`config.mk`:
```
export PLATFORM = sky130hd
export DESIGN_NAME = merr_reporter
export DESIGN_NICKNAME = d
export VERILOG_FILES = /design/src/merr_flag_bank.v /design/src/merr_reporter.v
export VERILOG_INCLUDE_DIRS = /design/src
export SDC_FILE = /design/constraint.sdc
export NUM_CORES = 1
export LEC_CHECK = 0
export ABC_AREA = 1
export BUFFER_PORTS_ARGS = -buffer_cell sky130_fd_sc_hd__buf_2
export CORE_MARGIN = 2
export CORE_UTILIZATION = 29
export DETAILED_ROUTE_END_ITERATION = 8
export GPL_TIMING_DRIVEN = 0
export PLACE_DENSITY = 0.51
export SETUP_SLACK_MARGIN = 0.15
export SKIP_CTS_REPAIR_TIMING = 1
export SYNTH_ARGS = -nofsm -noshare
export SYNTH_HDL_FRONTEND = slang
export SYNTH_SLANG_ARGS = --single-unit
export TNS_END_PERCENT = 10
```
`constraint.sdc`:
```
create_clock -name clk -period 10 [get_ports clk]
set_input_delay 1 -clock clk [delete_from_list [all_inputs] [get_ports clk]]
set_output_delay 1 -clock clk [all_outputs]
set_load 0.01 [all_outputs]
```
`src/merr_consts.vh`:
```
`ifndef MERR_CONSTS_VH
`define MERR_CONSTS_VH
// ----------------------------------------------------------------
// register byte offsets
// ----------------------------------------------------------------
`define MERR_OFF_CTRL 8'h00
`define MERR_OFF_STATUS 8'h04
`define MERR_OFF_IRQ_STAT 8'h08
`define MERR_OFF_IRQ_EN 8'h0C
`define MERR_OFF_IRQ_CLR 8'h10
`define MERR_OFF_COMP 8'h14
`define MERR_OFF_OPEN_VAL 8'h18
`define MERR_OFF_SHORT_VAL 8'h1C
`define MERR_OFF_LOAD_MIN 8'h20
`define MERR_OFF_LOAD_MAX 8'h24
`define MERR_OFF_LOAD_VAL 8'h28
// ----------------------------------------------------------------
// reset values
// ----------------------------------------------------------------
`define MERR_CTRL_RST 32'h0000_0000
`define MERR_IRQ_EN_RST 9'h000
`define MERR_LOAD_MIN_RST 32'h0000_0000
`define MERR_LOAD_MAX_RST 32'hFFFF_FFFF
// compensation limit, ohms
`define MERR_COMP_LIMIT_OHM 32'h0000_03E8
// ----------------------------------------------------------------
// readout codes (0 = normal value shown)
// ----------------------------------------------------------------
`define MERR_CODE_NONE 4'h0
`define MERR_CODE_SAMPLE 4'h1
`define MERR_CODE_TIMEOUT 4'h2
`define MERR_CODE_CURRENT 4'h3
`define MERR_CODE_VOLTAGE 4'h4
`define MERR_CODE_LEVEL 4'h5
`define MERR_CODE_OPEN 4'h6
`define MERR_CODE_SHORT 4'h7
`define MERR_CODE_LOAD 4'h8
// ----------------------------------------------------------------
// error flag bit positions
// ----------------------------------------------------------------
`define MERR_B_SAMPLE 0
`define MERR_B_TIMEOUT 1
`define MERR_B_CURRENT 2
`define MERR_B_VOLTAGE 3
`define MERR_B_LOWC 4
`define MERR_B_LEVEL 5
`define MERR_B_OPEN 6
`define MERR_B_SHORT 7
`define MERR_B_LOAD 8
`define MERR_NFLAGS 9
// ctrl bits
`define MERR_CTRL_SWTRIG 0
`define MERR_CTRL_SWCOMP 1
`endif

```
`src/merr_flag_bank.v`:
```
`include "merr_consts.vh"
module merr_flag_bank #(
  parameter N = 9
) (
  clk, // clock
  rstN, // synced reset, active low
  clear, // clear all flags
  setVec, // set requests
  flags // held flags
);
  input wire clk; // clock
  input wire rstN; // reset
  input wire clear; // clear
  input wire [N-1:0] setVec; // sets
  output wire [N-1:0] flags; // flags
  genvar i;
  // ------------------------------------------------------------
  // per-measurement flags, set beats clear
  // ------------------------------------------------------------
  generate
    for (i = 0; i < N; i = i + 1)
    begin : g_flag
      reg held_reg;
      always @(posedge clk or negedge rstN)
      begin
        if (!rstN)
          held_reg <= 1'b0;
        else if (setVec[i])
          held_reg <= 1'b1;
        else if (clear)
          held_reg <= 1'b0;
      end
      assign flags[i] = held_reg;
    end
  endgenerate
endmodule // merr_flag_bank

```
`src/merr_reporter.v`:
```
// Added by the designer: the AXI4-Lite register port and the register offsets.
`include "merr_consts.vh"
module merr_reporter (
  input wire clk, // 20 MHz clock
  input wire nrst, // async reset, active low
  input wire trigIn, // trigger pulse from sequencing port
  input wire measStart, // measurement began pulse
  input wire measDone, // measurement complete pulse
  input wire adcFail, // conversion abnormal
  input wire trigTimeout, // measurement did not start after trigger
  input wire currentOut, // current outside range
  input wire voltageLow, // terminal voltage low
  input wire lowCReject, // value abnormally below range
  input wire levelFluct, // level monitor fluctuates
  input wire compDone, // compensation value acquired pulse
  input wire [1:0] compKind, // 0 open, 1 short, 2 load
  input wire [31:0] compValue, // compensation value, ohms or counts
  input wire normAbove, // ordinary above limit judgment
  input wire normOutOfBins, // ordinary out-of-bins judgment
  input wire [7:0] awaddr, // axi write address
  input wire awvalid, // axi
  output wire awready, // axi
  input wire [31:0] wdata, // axi
  input wire [3:0] wstrb, // axi
  input wire wvalid, // axi
  output wire wready, // axi
  output wire [1:0] bresp, // axi
  output wire bvalid, // axi
  input wire bready, // axi
  input wire [7:0] araddr, // axi
  input wire arvalid, // axi
  output wire arready, // axi
  output wire [31:0] rdata, // axi
  output wire [1:0] rresp, // axi
  output wire rvalid, // axi
  input wire rready, // axi
  output wire [3:0] readoutCode, // main readout code
  output wire errOut, // error line on sequencing port
  output wire aboveLimitJudgment, // above limit judgment out
  output wire outOfBins, // out-of-bins judgment out
  output wire irq // interrupt, level
);

  localparam N = `MERR_NFLAGS;
  localparam ST_IDLE = 3'b001;
  localparam ST_WAIT = 3'b010;
  localparam ST_MEAS = 3'b100;

  reg [1:0] rstSync_reg;
  reg [1:0] bresp_reg, rresp_reg;
  reg [2:0] state_reg, state_next;
  reg [3:0] code_reg, codeSel, wStrb_reg;
  reg [7:0] awAddr_reg;
  reg [31:0] ctrl_reg, loadMin_reg, loadMax_reg, openVal_reg, shortVal_reg, loadVal_reg;
  reg [31:0] wData_reg, rdata_reg, rdSel;
  reg [N-1:0] irqStat_reg, irqEn_reg;
  reg errOut_reg, above_reg, out_reg, awHeld_reg, wHeld_reg, bvalid_reg, rvalid_reg, rdOk;
  wire rstN, trig, doWrite, swComp;
  wire [N-1:0] setVec, flags, clrVec;
  wire [31:0] clrWord, irqEnWord;

  // ------------------------------------------------------------
  // reset release
  // ------------------------------------------------------------
  always @(posedge clk or negedge nrst)
  begin
    if (!nrst)
      rstSync_reg <= 2'b00;
    else
      rstSync_reg <= {rstSync_reg[0], 1'b1};
  end
  assign rstN = rstSync_reg[1];

  function [31:0] merge;
    input [31:0] old;
    input [31:0] data;
    input [3:0] strb;
    integer k;
    begin
      merge = old;
      for (k = 0; k < 4; k = k + 1)
        if (strb[k])
          merge[k*8 +: 8] = data[k*8 +: 8];
    end
  endfunction

  // ------------------------------------------------------------
  // measurement sequence
  // ------------------------------------------------------------
  assign trig = trigIn | (doWrite && awAddr_reg == `MERR_OFF_CTRL && wStrb_reg[0] && wData_reg[`MERR_CTRL_SWTRIG]);

  always @*
  begin
    state_next = state_reg;
    case (state_reg)
      ST_IDLE: if (trig) state_next = ST_WAIT;
      ST_WAIT:
      begin
        if (measStart)
          state_next = ST_MEAS;
        else if (trigTimeout)
          state_next = ST_IDLE;
      end
      ST_MEAS: if (measDone) state_next = ST_IDLE;
      default: state_next = ST_IDLE;
    endcase
  end

  always @(posedge clk or negedge rstN)
  begin
    if (!rstN)
      state_reg <= ST_IDLE;
    else
      state_reg <= state_next;
  end

  // ------------------------------------------------------------
  // error detection
  // ------------------------------------------------------------
  assign swComp = ctrl_reg[`MERR_CTRL_SWCOMP];
  assign setVec[`MERR_B_SAMPLE] = adcFail && state_reg == ST_MEAS;
  assign setVec[`MERR_B_TIMEOUT] = trigTimeout && state_reg == ST_WAIT;
  assign setVec[`MERR_B_CURRENT] = currentOut && state_reg == ST_MEAS;
  assign setVec[`MERR_B_VOLTAGE] = voltageLow && state_reg == ST_MEAS;
  assign setVec[`MERR_B_LOWC] = lowCReject && state_reg == ST_MEAS;
  assign setVec[`MERR_B_LEVEL] = levelFluct && state_reg == ST_MEAS;
  assign setVec[`MERR_B_OPEN] = compDone && !swComp && compKind == 2'd0
    && compValue < `MERR_COMP_LIMIT_OHM;
  assign setVec[`MERR_B_SHORT] = compDone && !swComp && compKind == 2'd1
    && compValue > `MERR_COMP_LIMIT_OHM;
  assign setVec[`MERR_B_LOAD] = compDone && !swComp && compKind == 2'd2
    && (compValue < loadMin_reg || compValue > loadMax_reg);

  merr_flag_bank #(
    .N(N)
  ) u_flags (
    .clk(clk),
    .rstN(rstN),
    .clear(trig && state_reg == ST_IDLE),
    .setVec(setVec),
    .flags(flags)
  );

  // ------------------------------------------------------------
  // priority readout and sequencing outputs
  // ------------------------------------------------------------
  always @*
  begin
    codeSel = `MERR_CODE_NONE;
    if (flags[`MERR_B_SAMPLE]) codeSel = `MERR_CODE_SAMPLE;
    else if (flags[`MERR_B_TIMEOUT]) codeSel = `MERR_CODE_TIMEOUT;
    else if (flags[`MERR_B_CURRENT]) codeSel = `MERR_CODE_CURRENT;
    else if (flags[`MERR_B_VOLTAGE]) codeSel = `MERR_CODE_VOLTAGE;
    else if (flags[`MERR_B_LEVEL]) codeSel = `MERR_CODE_LEVEL;
    else if (flags[`MERR_B_OPEN]) codeSel = `MERR_CODE_OPEN;
    else if (flags[`MERR_B_SHORT]) codeSel = `MERR_CODE_SHORT;
    else if (flags[`MERR_B_LOAD]) codeSel = `MERR_CODE_LOAD;
  end

  always @(posedge clk or negedge rstN)
  begin
    if (!rstN)
    begin
      code_reg <= `MERR_CODE_NONE;
      errOut_reg <= 1'b0;
      above_reg <= 1'b0;
      out_reg <= 1'b0;
    end
    else
    begin
      code_reg <= codeSel;
      errOut_reg <= flags[`MERR_B_SAMPLE] | flags[`MERR_B_TIMEOUT] | flags[`MERR_B_VOLTAGE]
        | flags[`MERR_B_LOWC] | flags[`MERR_B_LEVEL];
      if (codeSel != `MERR_CODE_NONE)
      begin
        above_reg <= 1'b1;
        out_reg <= 1'b1;
      end
      else
      begin
        above_reg <= normAbove;
        out_reg <= normOutOfBins;
      end
    end
  end
  assign readoutCode = code_reg;
  assign errOut = errOut_reg;
  assign aboveLimitJudgment = above_reg;
  assign outOfBins = out_reg;

  // ------------------------------------------------------------
  // interrupt status, set beats clear
  // ------------------------------------------------------------
  assign clrWord = merge(32'h0000_0000, wData_reg, wStrb_reg);
  assign clrVec = (doWrite && awAddr_reg == `MERR_OFF_IRQ_CLR) ? clrWord[N-1:0] : {N{1'b0}};
  assign irqEnWord = merge({{(32-N){1'b0}}, irqEn_reg}, wData_reg, wStrb_reg);
  always @(posedge clk or negedge rstN)
  begin
    if (!rstN)
      irqStat_reg <= {N{1'b0}};
    else
      irqStat_reg <= setVec | (irqStat_reg & ~clrVec);
  end
  assign irq = |(irqStat_reg & irqEn_reg);

  // ------------------------------------------------------------
  // axi4-lite slave
  // ------------------------------------------------------------
  assign awready = !awHeld_reg && !bvalid_reg;
  assign wready = !wHeld_reg && !bvalid_reg;
  assign doWrite = awHeld_reg && wHeld_reg && !bvalid_reg;
  assign arready = !rvalid_reg;

  always @*
  begin
    rdOk = 1'b1;
    case (araddr)
      `MERR_OFF_CTRL: rdSel = ctrl_reg;
      `MERR_OFF_STATUS: rdSel = {13'h0000, code_reg, state_reg, out_reg, above_reg, errOut_reg, flags};
      `MERR_OFF_IRQ_STAT: rdSel = {23'h000000, irqStat_reg};
      `MERR_OFF_IRQ_EN: rdSel = {23'h000000, irqEn_reg};
      `MERR_OFF_IRQ_CLR: rdSel = 32'h0000_0000;
      `MERR_OFF_COMP: rdSel = {23'h000000, flags};
      `MERR_OFF_OPEN_VAL: rdSel = openVal_reg;
      `MERR_OFF_SHORT_VAL: rdSel = shortVal_reg;
      `MERR_OFF_LOAD_MIN: rdSel = loadMin_reg;
      `MERR_OFF_LOAD_MAX: rdSel = loadMax_reg;
      `MERR_OFF_LOAD_VAL: rdSel = loadVal_reg;
      default:
      begin
        rdSel = 32'h0000_0000;
        rdOk = 1'b0;
      end
    endcase
  end

  always @(posedge clk or negedge rstN)
  begin
    if (!rstN)
    begin
      awHeld_reg <= 1'b0;
      wHeld_reg <= 1'b0;
      awAddr_reg <= 8'h00;
      wData_reg <= 32'h0000_0000;
      wStrb_reg <= 4'h0;
      bvalid_reg <= 1'b0;
      bresp_reg <= 2'b00;
      rvalid_reg <= 1'b0;
      rdata_reg <= 32'h0000_0000;
      rresp_reg <= 2'b00;
      ctrl_reg <= `MERR_CTRL_RST;
      irqEn_reg <= `MERR_IRQ_EN_RST;
      loadMin_reg <= `MERR_LOAD_MIN_RST;
      loadMax_reg <= `MERR_LOAD_MAX_RST;
      openVal_reg <= 32'h0000_0000;
      shortVal_reg <= 32'h0000_0000;
      loadVal_reg <= 32'h0000_0000;
    end
    else
    begin
      if (awvalid && awready)
      begin
        awHeld_reg <= 1'b1;
        awAddr_reg <= awaddr;
      end
      if (wvalid && wready)
      begin
        wHeld_reg <= 1'b1;
        wData_reg <= wdata;
        wStrb_reg <= wstrb;
      end
      if (doWrite)
      begin
        awHeld_reg <= 1'b0;
        wHeld_reg <= 1'b0;
        bvalid_reg <= 1'b1;
        bresp_reg <= 2'b00;
        case (awAddr_reg)
          `MERR_OFF_CTRL: ctrl_reg <= merge(ctrl_reg, wData_reg, wStrb_reg) & 32'h0000_0002;
          `MERR_OFF_IRQ_EN: irqEn_reg <= irqEnWord[N-1:0];
          `MERR_OFF_IRQ_CLR: bresp_reg <= 2'b00;
          `MERR_OFF_COMP:
          begin
            if (wStrb_reg[0] && wData_reg[0])
              openVal_reg <= 32'h0000_0000;
          end
          `MERR_OFF_LOAD_MIN: loadMin_reg <= merge(loadMin_reg, wData_reg, wStrb_reg);
          `MERR_OFF_LOAD_MAX: loadMax_reg <= merge(loadMax_reg, wData_reg, wStrb_reg);
          default: bresp_reg <= 2'b10;
        endcase
      end
      else if (bvalid_reg && bready)
        bvalid_reg <= 1'b0;
      if (arvalid && arready)
      begin
        rvalid_reg <= 1'b1;
        rdata_reg <= rdSel;
        rresp_reg <= rdOk ? 2'b00 : 2'b10;
      end
      else if (rvalid_reg && rready)
        rvalid_reg <= 1'b0;
      // capture last compensation values
      if (compDone && compKind == 2'd0)
        openVal_reg <= compValue;
      if (compDone && compKind == 2'd1)
        shortVal_reg <= compValue;
      if (compDone && compKind == 2'd2)
        loadVal_reg <= compValue;
    end
  end
  assign bvalid = bvalid_reg;
  assign bresp = bresp_reg;
  assign rvalid = rvalid_reg;
  assign rdata = rdata_reg;
  assign rresp = rresp_reg;
endmodule // merr_reporter

```
## After elaboration in Yosys (flattened, before gate mapping)

Cells that the tools add are included.

- Register bits after elaboration: 284
- Bits in latches: 0
- Memory bits (writable): 0
- ROM bits: 0
- Output and inout port bits: 49
- Word-level logic and storage cells: 193
- Memories: 0

- Add/subtract/negate cells: 0
- Multipliers: 0
- Divide/modulo/power cells: 0
- Order comparisons: 4
- Equal/unequal tests: 23
- Shift-type cells: 0
- Muxes and demuxes: 44
- Bitwise gates (word level): 9
- Reduce and logical (&&, ||, !) cells: 73

Operators by type and width:

| kind | count |
|---|---|
| 32-bit one-hot mux with 10 select lines | 1 |
| 32-bit 2-to-1 mux | 4 |
| 8-bit by 5-bit equality test with 1-bit output, second input constant | 6 |
| 8-bit by 6-bit equality test with 1-bit output, second input constant | 5 |
| 3-bit AND reduction | 13 |
| 32-bit by 10-bit > comparator with 1-bit output, second input constant | 1 |
| 32-bit > comparator | 1 |
| 32-bit by 10-bit < comparator with 1-bit output, second input constant | 1 |
| 32-bit < comparator | 1 |
| 4-bit 2-to-1 mux | 8 |
| 2-bit nonzero test | 16 |
| 1-bit logical AND | 31 |
| 8-bit by 4-bit equality test with 1-bit output, second input constant | 3 |
| 1-bit 2-to-1 mux | 22 |
| 9-bit AND | 2 |
| 8-bit zero test | 2 |
| 3-bit 2-to-1 mux | 4 |
| 11-bit OR reduction | 1 |
| 9-bit 2-to-1 mux | 1 |
| 9-bit NOT | 1 |
| 9-bit OR | 1 |
| 3-bit one-hot mux with 3 select lines | 1 |
| 9-bit OR reduction | 1 |
| 8-bit by 3-bit equality test with 1-bit output, second input constant | 1 |
| other kinds (15) | 25 |

## Logic depth before layout (Yosys ltp)

Gate-level depths: netlist (run 1).

- Depth after elaboration: 10
- Mapped depth: 17
- Gate-level depth less buffers: 17

## Hierarchy

A second synthesis (run 1) with hierarchy kept.

- Cells, all modules: 1,669
- Area total of the unflattened synthesis: 14,292.5 um^2

Modules (own cells, without submodules):

| module | times used | cells each | area each (um^2) | sequential area each (um^2) |
|---|---|---|---|---|
| merr_reporter | 1 | 1,623 | 13,894.6 | 6,872.8 |
| merr_flag_bank | 1 | 46 | 397.9 | 225.2 |

## Worst setup path before layout (run 1)

Ideal clock, no wire load.

- Kind: input to register
- Start: input compValue[31]
- End: register irqStat_reg[8]
- Library setup time: 0.118 ns
- Arrival: 2.028 ns
- Data required time: 9.882 ns
- Path slack: 7.854 ns
- Stages: 10
- Path buffers: 0
- Cell sequence: ha_1 > nand2_1 > nor2_1 > nor3b_1 > and3_1 > nand2_1 > nand2_1 > nand2_1 > nand2_1 > nand2_1

- Word-level cells in the longest chain between the ends: 4

RTL lines:

| element | RTL line | text |
|---|---|---|
| start, declared | merr_reporter.v:17 | `input wire [31:0] compValue,` |
| 32-bit < comparator / 32-bit > comparator (equally long branches) | merr_reporter.v:132 | `&& (compValue < loadMin_reg \|\| compValue > loadMax_reg);` |
| 1-bit logical OR * | merr_reporter.v:132 |  |
| 1-bit logical AND * | merr_reporter.v:132 |  |
| 9-bit OR * | merr_reporter.v:202 | `irqStat_reg <= setVec \| (irqStat_reg & ~clrVec);` |
| end signal, assigned | merr_reporter.v:200 | `irqStat_reg <= {N{1'b0}};` |
| end signal, assigned | merr_reporter.v:202 |  |
| end, declared | merr_reporter.v:56 | `reg [N-1:0] irqStat_reg, irqEn_reg;` |

Mark *: on every way between the ends. The rest lies on a longest branch, timed or not.
A chain may end at the register's enable or synchronous reset.

## Final worst setup path (run 1)

- Start: register irqStat_reg[7]
- End: output irq

- Word-level cells in the longest chain between the ends: 2

RTL lines:

| element | RTL line | text |
|---|---|---|
| 9-bit AND | merr_reporter.v:204 | `assign irq = \|(irqStat_reg & irqEn_reg);` |
| 9-bit OR reduction | merr_reporter.v:204 |  |
| end, declared | merr_reporter.v:41 | `output wire irq` |

Every way passes these cells.

==> reports/results.ini, run 1 <==
[outcome]
status = complete, but fails checks
violations = design-rule violations

[route]
vias = 12200
detail-route-antenna-nets = 0
wirelength_um = 48700
firstDrtPassIters = 8
drc = 7
via_per_inst = 4.94
wire_per_inst_um = 19.7
drt_iter0_drc = 1137

[synth]
synth_cells = 1641
yosys.area.top_type_share_pct = 45.4
syn_avg_cell_area_um2 = 8.36
synthArstFlopShare_pct = 100
yosys_register_bits = 282
synth_cell_types = 46
synth_area_leaders = dfrtp_1, nand2_1, o21ai_0
yosysWarnings = 0
seq_area_frac_synth_pct = 51.8
yosys.area.top_type = dfrtp_1
netlist_top_cells_count = nand2_1, dfrtp_1, o21ai_0, inv_1, nand3_1
synth_area_um2 = 13700
yosys_most_used_dff = dfrtp_1
yosysMostFrequentCell = nand2_1
synth_edf_count = 0

[timing]
finClkSkew_ps = 21.5
tns_ps = 0
rsz0062_at_grt = false
slew_violations = 0
hold_viol_final = 0
setup_viol = 0
min_period_over_period_pct = 27.0
relSlewSlack_pct = 47.0
fmax_mhz = 371
max_slew.worst_pin.slew_ps = 795
fin_crit_ps = 2700

[finish]
drive_above_1_share_pct = 15.2
diodes = 0
final_core_util_pct = 35.5
nFillCells = 4896
layout.nets = 2002
area_growth_syn_to_layout_pct = 20.8

[worst_setup_path]
worstSetupPathType = register to output port
path_cells = nand2_1, nand2_1, a221oi_1, o211ai_1, buf_2
path_common_cell = nand2_1
slowest_delay_ps = 470
path_buf_inv = 1
cp_slowest_cell = dfrtp_1
cp_top_family = flip-flops
start_kind = register
end_kind = output port
cp.arrival_ps = 1700
path_max_fanout = 3
required_ps = 9000

[placed_design]
place.gp.congestion = 0.890
hpwlAfterDp_um = 37500
port_buffers = 151

[pwr]
cellPowerDensity_nw_per_um2 = 215
p_comb_share_pct = 19.9
power.share.sequential_pct = 42.4
power.internal_uw = 2470
p_sw_share_pct = 30.7
cellLeakagePower_uw = 0.00790
ir_drop_mv = 0.100
power.switching_uw = 1100
pwr-share-clk_pct = 37.6

[global_routing]
grt_pass1_wl_um = 73600
grt_max_degree = 71
antenna_found_initial = 3
grt_usage_pct = 19.7
grt_pass1_vias = 12000
grt-ovfl-total = 0

[floorplan]
dieArea_um2 = 49000
die_h_um = 221
core-area_um2 = 46700
start_util_pct = 29.4
num_rows = 79
die_w_um = 221
io_pins = 154

[cts]
cts_buffers = 35
clk_path_buf_depth = 3
clockRootBuffer = clkbuf_16
clkLatencyLatePin_ps = 530
clkTransAtPathRegs_ps = 60
htree_levels = 2
cts_tree = yes
clock_sinks = 282

[run]
drv_cap = 0

[hold_path]
hp-class = primary input to async pin

-- stage by stage --
step	cells	power, uW	hold WS, ps	area (um^2)	worst slack, ps
5_1_grt	2466	3770	250	16600	7160
2_1_floorplan	1642	1950	331	13700	1620
4_1_cts	2466	3600	242	16600	7250
3_5_place_dp	2404	2250	338	15300	7050
6_report	2466	3570	260	16600	7300
3_3_place_gp	2400	2220	336	15200	-1960
-- worst reg2reg max path: cells and delay by family (launching register included) --
| kind | cells | cell delay [ps] |
|---|---|---|
| AOI/OAI and AO/OA | 4 | 760 |
| adders and majority gates | 1 | 270 |
| buffers and inverters | 1 | 140 |
| DFF | 1 | 380 |
| and+or+nand+nor | 4 | 560 |
-- cell usage in the layout (no fill, tap or decap), drive strengths merged, types with 7 or more instances in the layout --
cell	instances
a21oi	82
buf	178
clkbuf	96
clkinv	7
dfrtp	249
dfstp	33
ha	63
inv	188
nand2	427
nand3	97
nand4	11
nor2	99
nor3	15
nor4	7
o211ai	10
o21ai	235
o22ai	9
-- routing by layer --
layer	share of wire (%)	up-vias	wire length, um	track usage (%)
li1	-	5805	-	-
met1	46	5884	22200	27.4
met2	44	413	21600	30.6
met3	6.7	85	3240	3.68
met4	3.3	6	1600	6.87
met5	0.084	-	41	0
-- power by group through the flow --
stage                     logic (uW)  registers (uW)  clock network (uW)
after floorplan                  441            1510                   0
after global placement           678            1540                   0
after detailed placement         718            1530                   0
after CTS                        721            1510                1370
after global routing             813            1540                1420
final                            711            1510                1340
-- layout make-up --
cell class	count	area, um^2	area share (%)
plain buffers	67	304	1.84
clock buffers	52	1050	6.35
clock inverters	10	175	1.06
inverters	190	713	4.31
multi-input cells	1103	5600	33.8
flip-flops and latches	282	7100	42.9
well taps	607	759	4.58
repair buffers	155	858	5.18
-- logic make-up (layout without fill, tap and decap cells) --
logic type,count (synthesis),after routing,share of synthesized area [%]
DFF,282,282,51.8
buffers and inverters,257,474,7.42
other,2,3,0.0548
and+or+nand+nor,660,660,19.9
AOI/OAI and AO/OA,372,372,14.7
muxes,5,5,0.411
adders and majority gates,63,63,5.75
-- path summary, 6_finish.rpt --
kind                                                   from                          to  slack, ps  cells past startpoint
worst max register to register  loadMin_reg[29]$_DFFE_PN0P_    irqStat_reg[8]$_DFF_PN0_       7830                     10
worst max-delay path               irqStat_reg[7]$_DFF_PN0_                         irq       7300                      5
max in group asynchronous          rstSync_reg[1]$_DFF_PN0_  loadVal_reg[0]$_DFFE_PN0P_       8630                      2
worst min register to register     rstSync_reg[1]$_DFF_PN0_   wData_reg[27]$_DFFE_PN0P_        350                      0
min in group clk                   rstSync_reg[0]$_DFF_PN0_    rstSync_reg[1]$_DFF_PN0_        350                      0
worst min-delay path                                   nrst    rstSync_reg[1]$_DFF_PN0_        260                      1
Power figures use the tool's default switching activity.
==> run 2, diff against run 1 <==
Clock period 10 ns to 2.8 ns, I/O delays scaled along.
==> run 2 against run 1 <==
The flow finishes with violations (design-rule violations, negative hold slack); critical path depth increased by 3; via count increased by 1.0%; die area unchanged; combinational power increased to 3.6 times the previous value; design area increased by 0.17%; global-route usage increased by 0.30 points; routed wire length increased by 0.78%; sequential power increased to 3.6 times the previous value; total power increased to 3.5 times the previous value; sequential share of layout area decreased by 0.074 points; sequential cell count unchanged; largest cell class unchanged.
==> reports/results.ini, run 2 (same netlist as run 1, synthesis figures left out) <==
[floorplan]
num_rows = 79  ; unchanged
core-area_um2 = 46700  ; unchanged
start_util_pct = 29.4  ; unchanged
dieArea_um2 = 49000  ; unchanged
die_h_um = 221  ; unchanged
die_w_um = 221  ; unchanged
io_pins = 154  ; unchanged

[pwr]
ir_drop_mv = 0.429  ; +330%
p_comb_share_pct = 20.3  ; +0.4 points
p_sw_share_pct = 31.9  ; +1.2 points
cellLeakagePower_uw = 0.00790  ; about the same
power.switching_uw = 4010  ; +260%
finalPower_uw = 12600  ; +250%
cellPowerDensity_nw_per_um2 = 756  ; +250%
pwr-share-clk_pct = 36.6  ; -1.0 points
power.internal_uw = 8550  ; +250%
power.share.sequential_pct = 43.1  ; +0.7 points

[cts]
clk_path_buf_depth = 3  ; unchanged
clkTransAtPathRegs_ps = 60  ; about the same
htree_levels = 2  ; unchanged
cts_buffers = 35  ; unchanged
clockRootBuffer = clkbuf_16
clock_sinks = 282  ; unchanged
clkLatencyLatePin_ps = 550  ; +20 ps
cts_tree = yes

[timing]
tns_ps = 0  ; unchanged
slew_violations = 0  ; unchanged
fmax_mhz = 458
relSlewSlack_pct = 41.8  ; -5.2 points
setup_viol = 0  ; unchanged
rsz0062_at_grt = false
max_slew.worst_pin.slew_ps = 873  ; +77.6 ps
min_period_over_period_pct = 78.0
hold_viol_final = 1  ; +1
finClkSkew_ps = 29.1  ; +7.59 ps
holdWs_ps = -4.95  ; -265 ps
fin_crit_ps = 2180

[global_routing]
grt_pass1_vias = 12100  ; +1.4%
grt_pass1_wl_um = 74500  ; +1.2%
grt-ovfl-total = 0  ; unchanged
grt_usage_pct = 20.0  ; +0.30 points
grt_max_degree = 65  ; -8.5%
antenna_found_initial = 2  ; -1

[route]
drt_iter0_drc = 1213  ; +6.7%
drc = 9  ; +2
wire_per_inst_um = 19.8  ; +0.37%
wirelength_um = 49100  ; +0.78%
via_per_inst = 4.97  ; +0.61%
detail-route-antenna-nets = 0  ; unchanged
vias = 12300  ; +1.0%
firstDrtPassIters = 7  ; -1

[run]
drv_cap = 0  ; unchanged

[worst_setup_path]
path_max_fanout = 10  ; +7
start_kind = register
worstSetupPathType = register to register
cp.arrival_ps = 2580  ; +880 ps
crit_path_start = bvalid$_DFFE_PN0P_
critPathCapture = openVal_reg[25]$_DFFE_PN0P_
r2r_end = openVal_reg[25]$_DFFE_PN0P_
rrSetupSlack_ps = 620  ; -7210 ps
end_kind = register
timing.rr.start = bvalid$_DFFE_PN0P_
reg2regPathDepth = 8  ; -2
required_ps = 3200  ; -5800 ps

[finish]
diodes = 0  ; unchanged
drive_above_1_share_pct = 15.2  ; -0.028 points
nFillCells = 4925  ; +0.59%
area_growth_syn_to_layout_pct = 21.0
final_common_cell = nand2_1
final_cell_mix = nand2_1, dfrtp_1, o21ai_0
regArea_um2 = 7100  ; unchanged
layout.nets = 2011  ; +0.45%
multiInputGateArea_um2 = 5600  ; unchanged

[outcome]
status = complete, but fails checks
violations = design-rule violations, negative hold slack

[hold_path]
hp-class = primary input to register

[placed_design]
port_buffers = 151  ; unchanged
hpwlAfterDp_um = 37500  ; +0.13%
place.gp.congestion = 0.883  ; -0.83%

run 2: how the worst min path moves through the flow:
| stage | start | end | slack [ps] | cells past startpoint |
|---|---|---|---|---|
| 3_3_place_gp | nrst | rstSync_reg[0]$_DFF_PN0_ | 70 | 1 |
| 4_1_cts | nrst | rstSync_reg[1]$_DFF_PN0_ | -500 | 1 |
| 2_1_floorplan | nrst | rstSync_reg[0]$_DFF_PN0_ | -20 | 0 |
| 6_report | wdata[4] | wData_reg[4]$_DFFE_PN0P_ | -5 | 3 |
| 3_5_place_dp | nrst | rstSync_reg[0]$_DFF_PN0_ | 70 | 1 |
| 5_1_grt | awaddr[5] | awAddr_reg[5]$_DFFE_PN0P_ | 1 | 3 |
run 2: power by group through the flow:
| stage | logic (uW) | clock network, uW | registers (uW) |
|---|---|---|---|
| 2_1_floorplan | 1570 | 0 | 5380 |
| 3_3_place_gp | 2420 | 0 | 5510 |
| 3_5_place_dp | 2550 | 0 | 5470 |
| 4_1_cts | 2570 | 4690 | 5410 |
| 5_1_grt | 2920 | 4860 | 5500 |
| 6_report | 2540 | 4600 | 5410 |
run 2: through the flow:
stage	utilization [%]	hold WS [ps]	instances	setup slack (ps)	cell area, um^2
6_report	35.6	-4.95	2476	616	16600
5_1_grt	35.6	1.39	2476	486	16600
4_1_cts	35.4	-498	2467	644	16500
3_5_place_dp	32.9	67.7	2404	539	15300
3_3_place_gp	32.7	65.3	2400	-1160	15200
2_1_floorplan	-	-15.6	1642	2.64	13700
run 2: final cells by class:
| type | count | share of cell area, % |
|---|---|---|
| clock inverters | 12 | 0.724 |
| inverters | 190 | 4.30 |
| well taps | 607 | 4.58 |
| multi-input cells | 1103 | 33.8 |
| repair buffers | 164 | 5.76 |
| flip-flops and latches | 282 | 42.8 |
| clock buffers | 51 | 6.26 |
| plain buffers | 67 | 1.83 |
run 2: critical path: stages (launching register included):
cell and delay [ps]:
dfrtp_1 440, nor3_2 310, nand2_1 170, nor2_1 300, nand2_1 200, buf_2 280
buf_6 190, nand3_1 60, o21ai_0 100
run 2: per-layer routing:
layer | share of wire [%] | routed length (um) | global-route usage [%]
met1 | 45 | 22100 | 27.4
met2 | 43 | 21300 | 30.3
met3 | 7.5 | 3680 | 4.69
met4 | 3.9 | 1930 | 8.22
met5 | 0.047 | 23 | 0
==> run 3, diff against run 2 <==
Clock period 2.8 ns to 2.1 ns, I/O delays scaled along.
==> run 3 against run 2 <==
The run still ends with design-rule violations, negative hold slack left; die area did not move; combinational power rose by 49%; clock power rose by 33%; routed wire length rose by 1.9%; critical path type unchanged; largest cell class unchanged; largest power group unchanged.
==> reports/results.ini, run 3 (same netlist as run 1, synthesis figures left out) <==
[floorplan]
dieArea_um2 = 49000  ; unchanged
die_w_um = 221  ; unchanged
num_rows = 79  ; unchanged
start_util_pct = 29.4  ; unchanged
core-area_um2 = 46700  ; unchanged
die_h_um = 221  ; unchanged
io_pins = 154  ; unchanged

[placed_design]
place_ws_ps = -90.9  ; -630 ps
port_buffers = 151  ; unchanged
hpwlAfterDp_um = 37500  ; unchanged
place.gp.congestion = 0.883  ; unchanged

[global_routing]
grt_pass1_wl_um = 74500  ; unchanged
antenna_found_initial = 2  ; unchanged
grt_pass1_vias = 12100  ; unchanged
grt_usage_pct = 20.0  ; unchanged
grt-ovfl-total = 0  ; unchanged
grt_max_degree = 65  ; unchanged

[timing]
relSlewSlack_pct = 47.9  ; +6.1 points
setup_slack_ps = 142  ; -475 ps
tns_ps = 0  ; unchanged
min_period_over_period_pct = 93.3  ; +15 points
hold_viol_final = 1  ; unchanged
setup_viol = 0  ; unchanged
fmax_mhz = 511  ; +12%
max_slew.worst_pin.slew_ps = 781  ; -91.7 ps
holdWs_ps = -69.3  ; -64.4 ps
finClkSkew_ps = 31.5  ; +2.35 ps
fin_crit_ps = 1960  ; -225 ps
rsz0062_at_grt = true
slew_violations = 0  ; unchanged

[pwr]
pwr-share-clk_pct = 35.7  ; -0.9 points
power.internal_uw = 11600  ; +36%
p_sw_share_pct = 32.2  ; +0.34 points
ir_drop_mv = 0.567  ; +32%
power.share.sequential_pct = 42.2  ; -0.9 points
cellPowerDensity_nw_per_um2 = 975  ; +29%
cellLeakagePower_uw = 0.00821  ; +3.9%
power.switching_uw = 5530  ; +38%
p_comb_share_pct = 22.1  ; +1.8 points

[worst_setup_path]
required_ps = 2530  ; -670 ps
reg2regPathDepth = 6  ; -2
path_max_fanout = 7  ; -3
rrSetupSlack_ps = 140  ; -470 ps
r2r_end = irqStat_reg[7]$_DFF_PN0_
timing.rr.start = awAddr_reg[1]$_DFFE_PN0P_
end_kind = register
start_kind = register
cp.arrival_ps = 2390  ; -190 ps
path_cells = nor2_1, nand3_1, nor2_1, nand2_1, o21ai_0, nand2_1
slowest_delay_ps = 390  ; -50 ps
cp_slowest_cell = nor2_1
worstSetupPathType = register to register

[run]
drv_cap = 0  ; unchanged

[finish]
drive_above_1_share_pct = 19.8  ; +4.6 points
regArea_um2 = 7100  ; about the same
final_cell_mix = nand2_1, dfrtp_1, o21ai_0
area_growth_syn_to_layout_pct = 28.2
final_common_cell = nand2_1
diodes = 0  ; unchanged
final_core_util_pct = 37.7  ; +2.1 points
nFillCells = 4860  ; -1.3%
layout.nets = 2066  ; +2.7%
multiInputGateArea_um2 = 6020  ; +7.6%

[cts]
htree_levels = 2  ; unchanged
clkTransAtPathRegs_ps = 50  ; about the same
clkLatencyLatePin_ps = 550  ; about the same
clockRootBuffer = clkbuf_16
clock_sinks = 282  ; unchanged
clk_path_buf_depth = 3  ; unchanged
cts_tree = yes
cts_buffers = 35  ; unchanged

[hold_path]
whs_endpoint = awAddr_reg[2]$_DFFE_PN0P_
min_delay_path_depth = 3  ; unchanged
worstHoldStart = awaddr[2]
hp-class = primary input to register

[route]
drt_iter0_drc = 1267  ; +4.5%
wirelength_um = 50000  ; +1.9%
vias = 12500  ; +1.6%
detail-route-antenna-nets = 0  ; unchanged
via_per_inst = 4.94  ; -0.60%
drc = 9  ; unchanged
firstDrtPassIters = 7  ; unchanged
wire_per_inst_um = 19.8  ; -0.33%

[outcome]
violations = design-rule violations, negative hold slack
status = complete, but fails checks

-- run 3: cell count changes in the layout (fill, tap and decap cells not counted), sizes merged --
cell         change
dlygate4sd3     +46
buf              +9
-- run 3: per-layer routing --
metal | global-route usage, % | wire length [um]
met4 | 8.22 | 2000
met2 | 30.3 | 22100
met1 | 27.4 | 22300
met3 | 4.69 | 3650
met5 | 0 | 23
-- run 3: metrics by stage --
| stage | std cells | area (um^2) | total power [uW] |
|---|---|---|---|
| 2_1_floorplan | 1642 | 13700 | 9270 |
| 3_3_place_gp | 2400 | 15200 | 10600 |
| 3_5_place_dp | 2404 | 15300 | 10700 |
| 4_1_cts | 2467 | 16500 | 16900 |
| 5_1_grt | 2531 | 17600 | 18100 |
| 6_report | 2531 | 17600 | 17100 |
-- run 3: layout make-up --
| class | instances | area share, % |
|---|---|---|
| repair buffers | 219 | 8.51 |
| clock buffers | 51 | 5.91 |
| plain buffers | 67 | 1.76 |
| inverters | 190 | 4.11 |
| well taps | 607 | 4.32 |
| flip-flops and latches | 282 | 40.4 |
| multi-input cells | 1103 | 34.3 |
| clock inverters | 12 | 0.683 |
-- run 3: worst max-delay path: cells and delay by family, from the launching register on --
family	cells	cell delay, ps
AOI/OAI and AO/OA	1	330
DFF	1	380
and+or+nand+nor	5	1140
-- run 3: worst max-delay path by stage --
stage                              startpoint  depth (start not counted)                      endpoint
floorplan            rstSync_reg[1]$_DFF_PN0_                          0  aboveLimitJudgment$_DFF_PN0_
global placement     rstSync_reg[1]$_DFF_PN0_                          0          rdata[2]$_DFFE_PN0P_
detailed placement                  araddr[0]                          9         rdata[27]$_DFFE_PN0P_
CTS                        bvalid$_DFFE_PN0P_                          8   openVal_reg[24]$_DFFE_PN0P_
global route        awAddr_reg[1]$_DFFE_PN0P_                          6   loadMin_reg[31]$_DFFE_PN0P_
finish              awAddr_reg[1]$_DFFE_PN0P_                          6      irqStat_reg[7]$_DFF_PN0_
-- run 3: power by group through the flow --
stage / logic, uW / clock network, uW / registers, uW
floorplan: 2100 / 0 / 7170
global placement: 3220 / 0 / 7340
detailed placement: 3400 / 0 / 7300
CTS: 3420 / 6250 / 7210
global route: 4300 / 6480 / 7350
finish: 3780 / 6130 / 7230
